<file path="src/inc/ads_defines.vh">
// register offsets, field positions and reset values for the address-decoded strobe port
// assumes an 8-bit special function register bus with an 8-bit address, one access per enabled clock
`ifndef ADS_DEFINES_VH
`define ADS_DEFINES_VH

// register offsets
`define ADS_OFS_CTRL01 8'h92
`define ADS_OFS_CTRL23 8'h93
`define ADS_OFS_POLMISC 8'hA2
`define ADS_OFS_LATCH 8'hA3
`define ADS_OFS_BASE0H 8'hA4
`define ADS_OFS_BASE0L 8'hA5
`define ADS_OFS_BASE1H 8'hA6
`define ADS_OFS_BASE1L 8'hA7
`define ADS_OFS_BASE2H 8'hA8
`define ADS_OFS_BASE2L 8'hA9
`define ADS_OFS_BASE3H 8'hAA
`define ADS_OFS_BASE3L 8'hAB

// control register fields, one nibble per pin
`define ADS_NIB_FUNC_HI 3
`define ADS_NIB_FUNC_LO 2
`define ADS_NIB_CMP_HI 1
`define ADS_NIB_CMP_LO 0

// pin function selects
`define ADS_FUNC_GPIO 2'h0
`define ADS_FUNC_RD 2'h1
`define ADS_FUNC_WR 2'h2
`define ADS_FUNC_RDWR 2'h3

// compare width selects
`define ADS_CMP_A15_A0 2'h0
`define ADS_CMP_A15_A1 2'h1
`define ADS_CMP_A15_A2 2'h2
`define ADS_CMP_A15_A8 2'h3

// polarity and misc register fields
`define ADS_POL_LSB 4
`define ADS_BIT_PWDN_LEVEL 2
`define ADS_BIT_RMW_PIN 1
`define ADS_POLMISC_MASK 8'hF6

// reset values
`define ADS_RST_CTRL 8'h00
`define ADS_RST_POLMISC 8'h00
`define ADS_RST_LATCH 8'hFF
`define ADS_RST_BASE 8'h00
`define ADS_RST_RDATA 8'h00

`endif

</file>
<file path="src/hw/ads_strobe_port.v">
// four-pin port: quasi-bidirectional I/O or address-decoded chip-select strobes
// assumes an SFR bus and an external data bus whose strobes are synchronous to I_REF_CLK
`timescale 1ns/1ps
`include "ads_defines.vh"

module ads_strobe_port #(
   parameter NPIN = 4
) (
   // clock, reset, enable
   input wire I_REF_CLK,
   input wire I_SRST,
   input wire I_CE,
   // special function register bus
   input wire [7:0] I_SFR_ADDR,
   input wire I_SFR_WR,
   input wire I_SFR_RD,
   input wire I_SFR_RMW,
   input wire [7:0] I_SFR_WDATA,
   output reg [7:0] O_SFR_RDATA,
   output reg O_SFR_HIT,
   // external data bus
   input wire [15:0] I_XBUS_ADDR,
   input wire I_XBUS_RD,
   input wire I_XBUS_WR,
   // power-down and bus strobes
   input wire I_PWR_DOWN,
   input wire I_ALE_RUN,
   input wire I_PSS_RUN,
   output reg O_ALE,
   output reg O_PSS,
   // port pins
   input wire [NPIN-1:0] I_PIN,
   output reg [NPIN-1:0] O_PIN,
   output reg [NPIN-1:0] O_PIN_OE_N,
   output reg [NPIN-1:0] O_PULLUP_EN
);

   // registers
   reg [7:0] ctrl01_r;
   reg [7:0] ctrl23_r;
   reg [7:0] polmisc_r;
   reg [7:0] latch_r;
   reg [7:0] base_hi_r [0:NPIN-1];
   reg [7:0] base_lo_r [0:NPIN-1];

   reg [7:0] rdata_nxt;
   reg hit_nxt;
   reg [NPIN-1:0] pin_nxt;
   reg [NPIN-1:0] oe_n_nxt;
   reg [NPIN-1:0] pu_nxt;
   reg [3:0] nib;
   reg [1:0] func;
   reg act;
   integer i;
   // separate loop index so the clocked and combinational loops do not share a driver
   integer j;

   // address compare, masked by the compare width
   function addr_match;
      input [15:0] addr;
      input [15:0] base;
      input [1:0] cmp;
      reg [15:0] mask;
      begin
         case (cmp)
            `ADS_CMP_A15_A0: mask = 16'hFFFF;
            `ADS_CMP_A15_A1: mask = 16'hFFFE;
            `ADS_CMP_A15_A2: mask = 16'hFFFC;
            `ADS_CMP_A15_A8: mask = 16'hFF00;
            default: mask = 16'hFFFF;
         endcase
         addr_match = ((addr & mask) == (base & mask));
      end
   endfunction

   // access type qualified by the pin function
   function strobe_req;
      input [1:0] fsel;
      input rd;
      input wr;
      begin
         case (fsel)
            `ADS_FUNC_RD: strobe_req = rd;
            `ADS_FUNC_WR: strobe_req = wr;
            `ADS_FUNC_RDWR: strobe_req = rd | wr;
            default: strobe_req = 1'b0;
         endcase
      end
   endfunction

   function [3:0] pin_nibble;
      input [1:0] idx;
      input [7:0] c01;
      input [7:0] c23;
      begin
         case (idx)
            2'h0: pin_nibble = c01[3:0];
            2'h1: pin_nibble = c01[7:4];
            2'h2: pin_nibble = c23[3:0];
            default: pin_nibble = c23[7:4];
         endcase
      end
   endfunction

   // pin drive: strobe or quasi-bidirectional latch
   always @* begin
      pin_nxt = {NPIN{1'b1}};
      oe_n_nxt = {NPIN{1'b1}};
      pu_nxt = {NPIN{1'b0}};
      nib = 4'h0;
      func = 2'h0;
      act = 1'b0;
      for (i = 0; i < NPIN; i = i + 1) begin
         nib = pin_nibble(i[1:0], ctrl01_r, ctrl23_r);
         func = nib[`ADS_NIB_FUNC_HI:`ADS_NIB_FUNC_LO];
         if (func == `ADS_FUNC_GPIO) begin
            // strong low for a 0, released on the pull-up for a 1; pull-up enabled for both
            pin_nxt[i] = latch_r[i];
            oe_n_nxt[i] = latch_r[i];
            pu_nxt[i] = 1'b1;
         end else begin
            // base from own high and low bytes
            act = strobe_req(func, I_XBUS_RD, I_XBUS_WR) &
               addr_match(I_XBUS_ADDR, {base_hi_r[i], base_lo_r[i]},
                  nib[`ADS_NIB_CMP_HI:`ADS_NIB_CMP_LO]);
            pin_nxt[i] = polmisc_r[`ADS_POL_LSB + i] ? act : ~act;
            oe_n_nxt[i] = 1'b0;
         end
      end
   end

   // register read data and decode
   always @* begin
      rdata_nxt = `ADS_RST_RDATA;
      hit_nxt = 1'b1;
      case (I_SFR_ADDR)
         `ADS_OFS_CTRL01: rdata_nxt = ctrl01_r;
         `ADS_OFS_CTRL23: rdata_nxt = ctrl23_r;
         `ADS_OFS_POLMISC: rdata_nxt = polmisc_r & `ADS_POLMISC_MASK;
         `ADS_OFS_LATCH: begin
            // rmw reads the latch unless told to use the pins
            if (I_SFR_RMW && !polmisc_r[`ADS_BIT_RMW_PIN])
               rdata_nxt = latch_r;
            else
               rdata_nxt = {latch_r[7:NPIN], I_PIN};
         end
         `ADS_OFS_BASE0H: rdata_nxt = base_hi_r[0];
         `ADS_OFS_BASE0L: rdata_nxt = base_lo_r[0];
         `ADS_OFS_BASE1H: rdata_nxt = base_hi_r[1];
         `ADS_OFS_BASE1L: rdata_nxt = base_lo_r[1];
         `ADS_OFS_BASE2H: rdata_nxt = base_hi_r[2];
         `ADS_OFS_BASE2L: rdata_nxt = base_lo_r[2];
         `ADS_OFS_BASE3H: rdata_nxt = base_hi_r[3];
         `ADS_OFS_BASE3L: rdata_nxt = base_lo_r[3];
         default: hit_nxt = 1'b0;
      endcase
   end

   // register writes
   always @(posedge I_REF_CLK) begin
      if (I_SRST) begin
         ctrl01_r <= `ADS_RST_CTRL;
         ctrl23_r <= `ADS_RST_CTRL;
         polmisc_r <= `ADS_RST_POLMISC;
         latch_r <= `ADS_RST_LATCH;
         for (j = 0; j < NPIN; j = j + 1) begin
            base_hi_r[j] <= `ADS_RST_BASE;
            base_lo_r[j] <= `ADS_RST_BASE;
         end
      end else if (I_CE && I_SFR_WR) begin
         case (I_SFR_ADDR)
            `ADS_OFS_CTRL01: ctrl01_r <= I_SFR_WDATA;
            `ADS_OFS_CTRL23: ctrl23_r <= I_SFR_WDATA;
            `ADS_OFS_POLMISC: polmisc_r <= I_SFR_WDATA & `ADS_POLMISC_MASK;
            `ADS_OFS_LATCH: latch_r <= I_SFR_WDATA;
            `ADS_OFS_BASE0H: base_hi_r[0] <= I_SFR_WDATA;
            `ADS_OFS_BASE0L: base_lo_r[0] <= I_SFR_WDATA;
            `ADS_OFS_BASE1H: base_hi_r[1] <= I_SFR_WDATA;
            `ADS_OFS_BASE1L: base_lo_r[1] <= I_SFR_WDATA;
            `ADS_OFS_BASE2H: base_hi_r[2] <= I_SFR_WDATA;
            `ADS_OFS_BASE2L: base_lo_r[2] <= I_SFR_WDATA;
            `ADS_OFS_BASE3H: base_hi_r[3] <= I_SFR_WDATA;
            `ADS_OFS_BASE3L: base_lo_r[3] <= I_SFR_WDATA;
            default: ;
         endcase
      end
   end

   // registered outputs; strobes trail the bus by one clock
   always @(posedge I_REF_CLK) begin
      if (I_SRST) begin
         O_SFR_RDATA <= `ADS_RST_RDATA;
         O_SFR_HIT <= 1'b0;
         O_ALE <= 1'b0;
         O_PSS <= 1'b0;
         O_PIN <= {NPIN{1'b1}};
         O_PIN_OE_N <= {NPIN{1'b1}};
         O_PULLUP_EN <= {NPIN{1'b1}};
      end else if (I_CE) begin
         O_SFR_RDATA <= I_SFR_RD ? rdata_nxt : `ADS_RST_RDATA;
         O_SFR_HIT <= (I_SFR_RD | I_SFR_WR) & hit_nxt;
         if (I_PWR_DOWN) begin
            O_ALE <= polmisc_r[`ADS_BIT_PWDN_LEVEL];
            O_PSS <= polmisc_r[`ADS_BIT_PWDN_LEVEL];
         end else begin
            O_ALE <= I_ALE_RUN;
            O_PSS <= I_PSS_RUN;
         end
         O_PIN <= pin_nxt;
         O_PIN_OE_N <= oe_n_nxt;
         O_PULLUP_EN <= pu_nxt;
      end
   end

endmodule // ads_strobe_port

</file>
<file path="config.mk">
export PLATFORM = sky130hd
export DESIGN_NAME = ads_strobe_port
export DESIGN_NICKNAME = d
export VERILOG_FILES = /design/src/hw/ads_strobe_port.v
export VERILOG_INCLUDE_DIRS = /design/src /design/src/inc
export SDC_FILE = /design/constraint.sdc
export NUM_CORES = 1
export LEC_CHECK = 0
export ABC_CLOCK_PERIOD_IN_PS = 2600
export BUFFER_PORTS_ARGS = -buffer_cell sky130_fd_sc_hd__buf_2
export CORE_ASPECT_RATIO = 1.75
export CORE_MARGIN = 2
export CORE_UTILIZATION = 50
export CTS_BUF_LIST = sky130_fd_sc_hd__clkbuf_8
export CTS_CLUSTER_DIAMETER = 100
export DETAILED_ROUTE_END_ITERATION = 8
export GPL_TIMING_DRIVEN = 0
export PLACE_DENSITY = 0.7
export SLEW_MARGIN = 20
export SYNTH_ARGS = -nofsm -noshare
export SYNTH_HDL_FRONTEND = slang
export SYNTH_SLANG_ARGS = --single-unit
</file>
<file path="constraint.sdc">
create_clock -name I_REF_CLK -period 2.6 [get_ports I_REF_CLK]
set_clock_uncertainty 0.1 [all_clocks]
set_input_delay 0.26 -clock I_REF_CLK [delete_from_list [all_inputs] [get_ports I_REF_CLK]]
set_output_delay 0.26 -clock I_REF_CLK [all_outputs]
set_load 0.02 [all_outputs]
</file>
# Yosys cells after proc, flatten, opt, wreduce, memory -nomap -nowiden
# Memory sizes are Yosys's and may differ from the RTL's.
# Cells that the tools add are included.
# W data, S select, Z words.
# word_totals
word_cells	176
ramBits	64
memories	2
out_inout_bits	23
register_bits	53
# mem_list
name	words	word_bits	read_ports	rd_clocked_by_memory_dff	wr	line	text
base_hi_r	4	8	4	0	4	ads_strobe_port.v:43	reg [7:0] base_hi_r [0:NPIN-1];
base_lo_r	4	8	4	0	4	ads_strobe_port.v:44	reg [7:0] base_lo_r [0:NPIN-1];
# classes
muxes	80
bitwise_logic	27
n_eq_ne	40
reduce_logical	16
# op_table
operator	count
$pmux W16 S4	4
$and A16 B16 Y16	8
$eq A8 B8 Y1 const B	12
$pmux W8 S12	1
$mux W8	9
$eq A16 B16 Y1	4
$mux W16	4
$mux W1	57
$eq A2 B2 Y1 const B	16
$eq A2 B1 Y1 const B	8
$logic_not A2 Y1	8
$pmux W1 S3	4
$reduce_or A12 Y1	1
$or A1 B1 Y1	10
$reduce_and A2 Y1	4
$and A1 B1 Y1	5
$mux W4	1
$not A1 Y1	4
$logic_and A1 B1 Y1	2
$logic_not A1 Y1	1

# Depth between registers and ports, before layout
# depth
depth_word	9
depth_mapped	9

# Worst setup path before layout
# No wires, ideal clock.
# synth_timing
path_kind	input to register
startpoint	input port I_SFR_ADDR[4]
endpoint	register O_SFR_RDATA[6]
required_time_ns	2.433
arrival_ns	1.699
path_buffers	2
stages	8
path_slack_ns	0.734
cell_sequence	and4bb_1 buf_6 and2_4 buf_6 nand2_1 mux4_2 a31o_1 a21oi_2
# synth_between
elab_chain_len	3
word_cells_on_any_way	14
# synth_lines
item	line	text
from (decl)	ads_strobe_port.v:14	input wire [7:0] I_SFR_ADDR,
$eq A8 B8 Y1	ads_strobe_port.v:136	case (I_SFR_ADDR)
$pmux W8 S12 (*)	ads_strobe_port.v:136	
$mux W8 (no source line) (*)	--	
to (signal assigned)	ads_strobe_port.v:192	O_SFR_RDATA <= `ADS_RST_RDATA;
to (signal assigned)	ads_strobe_port.v:200	O_SFR_RDATA <= I_SFR_RD ? rdata_nxt : `ADS_RST_RDATA;
to (decl)	ads_strobe_port.v:19	output reg [7:0] O_SFR_RDATA,
# Mark *: on every way between the ends. The rest lies on a longest branch, timed or not.
# A chain may end at the register's enable or synchronous reset.

==> impl_metrics.csv <==
group,metric,value,unit
synth,seq_area_frac_synth,47.4,%
clocking,post-cts-setup-buffer-count,0,
critical_path,worstRegToRegCells,6,
pwr,power.share.clock,42.7,%
drt,via_count,5235,
worst_hold_path,hp-class,"in -> reg",
timing,fin_crit,2330,ps
critical_path,worstPathMaxFanout,2,
drt,routed_wl,22200,um
place,numPortBuffers,65,
synth,synth.distinct_cells,53,
synth,yosys_warnings,0,
timing,slew_violations,0,
grt,grt_usage,34.3,%
timing,fin_crit_sh,89.6,%
critical_path,path_class,"reg -> reg",
pwr,switching_share,27.3,%
synth,syn_area,6290,um^2
die,die_w,88.8,um
grt,grt_pass1_vias,5434,
drt,vias_per_cell,5.84,
place,place.gp.congestion,1.01,
synth,synth_edf_count,64,
clocking,post_cts_resized,0,
synth,postSynthAreaPerCell,10.1,um^2
pwr,power_frac_seq,47.5,%
pwr,vdd_drop_max,0.000465,V
critical_path,cp-end-kind,"flip-flop",
critical_path,required,2820,ps
grt,grt_max_degree,17,
finish,final_nets,762,
clocking,root_buffer,"clkbuf_8",
drt,ant_nets,0,
critical_path,cp_cell_sequence,"xor2_1, nor4_1, nand4_1, nor3_1, xor2_1, a311oi_1",
critical_path,critical_path_arrival,2550,ps
clocking,clockBufferDepth,2,
critical_path,cpLargestDelayFamily,"simple AND/OR/NAND/NOR gates",
grt,antenna_found_initial,0,
die,row_count,54,
finish,drive_above_1_share,16.9,%
clocking,htreeDepth,4,
grt,grt_pass1_wl,32900,um
drt,firstDrtPassIters,5,
critical_path,max_stage_delay,430,ps
run_status,status,"complete, no violations",
synth,ys.flop_type,"edfxtp_1",
critical_path,critPathSlowestCell,"edfxtp_1",
critical_path,r2r_slack,270,ps
synth,synth-async-reset-ratio,0,%
finish,antenna_cells,0,
pwr,power.net_switching,1.18,mW
critical_path,cp_num_buf_inv,0,
grt,grt-ovfl-total,0,
pwr,pwr-share-comb,9.8,%
drt,wl_per_cell,24.8,um
die,dieArea,13500,um^2
pwr,p_leak,2.73,nW
timing,rsz0062_at_grt,"false",
clocking,clkSinkCount,117,
critical_path,crit_path_frequent_cell,"xor2_1",
timing,maxClockFrequency,0.429,GHz
place,dp_hpwl,17200,um
critical_path,endpoint,"O_PIN[1]",
critical_path,crit_start,"base_hi_r[1][0]",
clocking,path_clk_slew,90,ps
finish,syn_to_final_growth,16.5,%
critical_path,r2r-start,"base_hi_r[1][0]",
clocking,numCtsBuffers,17,
clocking,cts_tree,"yes",
timing,setup_viol,0,
timing,hold_violations,0,
synth,syn_nets,670,
critical_path,path_depth,6,
critical_path,critPathLaunchType,"flip-flop",
pwr,p_int,3.15,mW
drt,drt_iter0_drc,312,
die,die_y,152,um
job,max-cap-violations,0,
timing,maxSlewHeadroom,44.9,%
synth,ys_ff_latch,117,
die,core_area,12400,um^2
clocking,clkLatencyLatePin,450,ps
critical_path,r2r_end,"O_PIN[1]",
pwr,power,4.33,mW
synth,synthCells,623,
drt,drcViolationCount,0,
pwr,powerDensity,590,nW/um^2
timing,finalSetupTns,0,ps
die,initial_core_util,50.9,%
timing,tightest_slew,826,ps
die,pin_count,70,
## power groups by stage
stage | Sequential, mW | Combinational, mW | Clock [mW]
2_1_floorplan | 2.08 | 0.234 | 0
3_3_place_gp | 2.10 | 0.403 | 0
3_5_place_dp | 2.10 | 0.408 | 0
4_1_cts | 2.05 | 0.419 | 1.85
5_1_grt | 2.06 | 0.452 | 1.92
6_report | 2.06 | 0.422 | 1.85
## worst reg2reg max path, stage by stage (launching register included)
cell and delay, ps:
edfxtp_1 430, xor2_1 200, nor4_1 330, nand4_1 280, nor3_1 330, xor2_1 400, a311oi_1 150
## state kept, by name, indices dropped and copies added, names as in the netlist
name / flops
O_ALE: 1
O_PIN: 4
O_PIN_OE_N: 4
O_PSS: 1
O_PULLUP_EN: 4
O_SFR_HIT: 1
O_SFR_RDATA: 8
base_hi_r: 32
base_lo_r: 32
ctrl01_r: 8
ctrl23_r: 8
latch_r: 8
polmisc_r: 6
## what timing repair did
item	CTS	global route
endpoints found under the hold margin	12	0
setup endpoints to repair	0	0
hold buffers	8	0
## cell families (layout without fill, tap and decap cells)
kind of cell | Yosys count | in the layout | synth area share [%]
DFF | 117 | 117 | 47.4
xor gates and xnor gates | 68 | 68 | 9.46
AOI/OAI and AO/OA | 113 | 113 | 12.8
and+or+nand+nor | 244 | 244 | 20.5
muxes | 39 | 39 | 6.90
buffers and inverters | 42 | 147 | 2.88
## final cells by class
cell class	instances	area, um^2
Sequential cell	117	2980
Timing Repair Buffer	73	405
Fill cell	1096	5030
Multi-Input combinational cell	464	3130
Inverter	6	22.5
Clock buffer	18	248
Clock inverter	14	174
Tap cell	168	210
Buffer	36	159
## synthesized netlist by cell type (4+ instances only)
cell type | instances | area [um^2]
mux2i_1 | 31 | 310
nand3b_1 | 9 | 67.6
a311oi_1 | 4 | 35.0
clkbuf_1 | 27 | 101
inv_1 | 6 | 22.5
dfxtp_1 | 53 | 1060
nand3_1 | 9 | 45.0
a21oi_1 | 14 | 70.1
nand2b_1 | 12 | 75.1
o31ai_1 | 5 | 37.5
a31oi_1 | 5 | 31.3
nor2b_1 | 11 | 68.8
a211oi_1 | 6 | 45.0
nand4_1 | 4 | 25.0
xor2_1 | 42 | 368
a22oi_1 | 24 | 180
edfxtp_1 | 64 | 1920
nand2_1 | 39 | 146
nor3_1 | 11 | 55.1
a21o_1 | 6 | 45.0
o22ai_1 | 9 | 56.3
nor4_1 | 8 | 50.1
buf_2 | 7 | 35.0
and2_1 | 67 | 419
o21ai_0 | 8 | 40.0
a221oi_1 | 4 | 35.0
nor2_1 | 59 | 221
mux2_2 | 5 | 56.3
o21a_1 | 4 | 30.0
xnor2_1 | 26 | 228
## stage by stage
step / cells / hold WS (ps) / setup slack (ps) / utilization [%] / cell area (um^2)
6_report: 896 / 48.2 / 270 / 59.3 / 7330
5_1_grt: 896 / 58.9 / 185 / 59.3 / 7330
4_1_cts: 896 / 45.9 / 408 / 59.3 / 7330
3_5_place_dp: 856 / 363 / 88.8 / 55.2 / 6830
3_3_place_gp: 856 / 345 / 94.0 / 55.2 / 6830
2_1_floorplan: 623 / 307 / 734 / - / 6290
## per-layer routing
metal	part of all wire [%]	vias up	track usage, %	wire, um
met2	53	213	59.2	11800
met1	34	2514	35.4	7530
met5	0	-	0	0
li1	-	2427	-	-
met4	8.5	0	26.8	1890
met3	4.7	81	4.71	1050
## cells in the final DEF, fill, tap and decap left out, drive strengths merged, types with 12 or more instances in the layout
cell,Yosys,layout
nor2,61,61
mux2i,31,31
xor2,42,42
buf,9,74
inv,6,12
edfxtp,64,64
dfxtp,53,53
xnor2,26,26
and2,68,68
nand2,39,39
a22oi,24,24
clkbuf,27,45
nand2b,12,12
a21oi,15,15
## how the worst min path moves through the flow
stage	startpoint	endpoint	depth (start not counted)
2_1_floorplan	I_SFR_WDATA[1]	ctrl01_r[1]	2
3_3_place_gp	O_PIN_OE_N[3]	O_PIN_OE_N[3]	2
3_5_place_dp	latch_r[6]	latch_r[6]	2
4_1_cts	I_PSS_RUN	O_PSS	3
5_1_grt	I_PSS_RUN	O_PSS	3
6_report	I_PSS_RUN	O_PSS	3
Power figures use the tool's default switching activity.
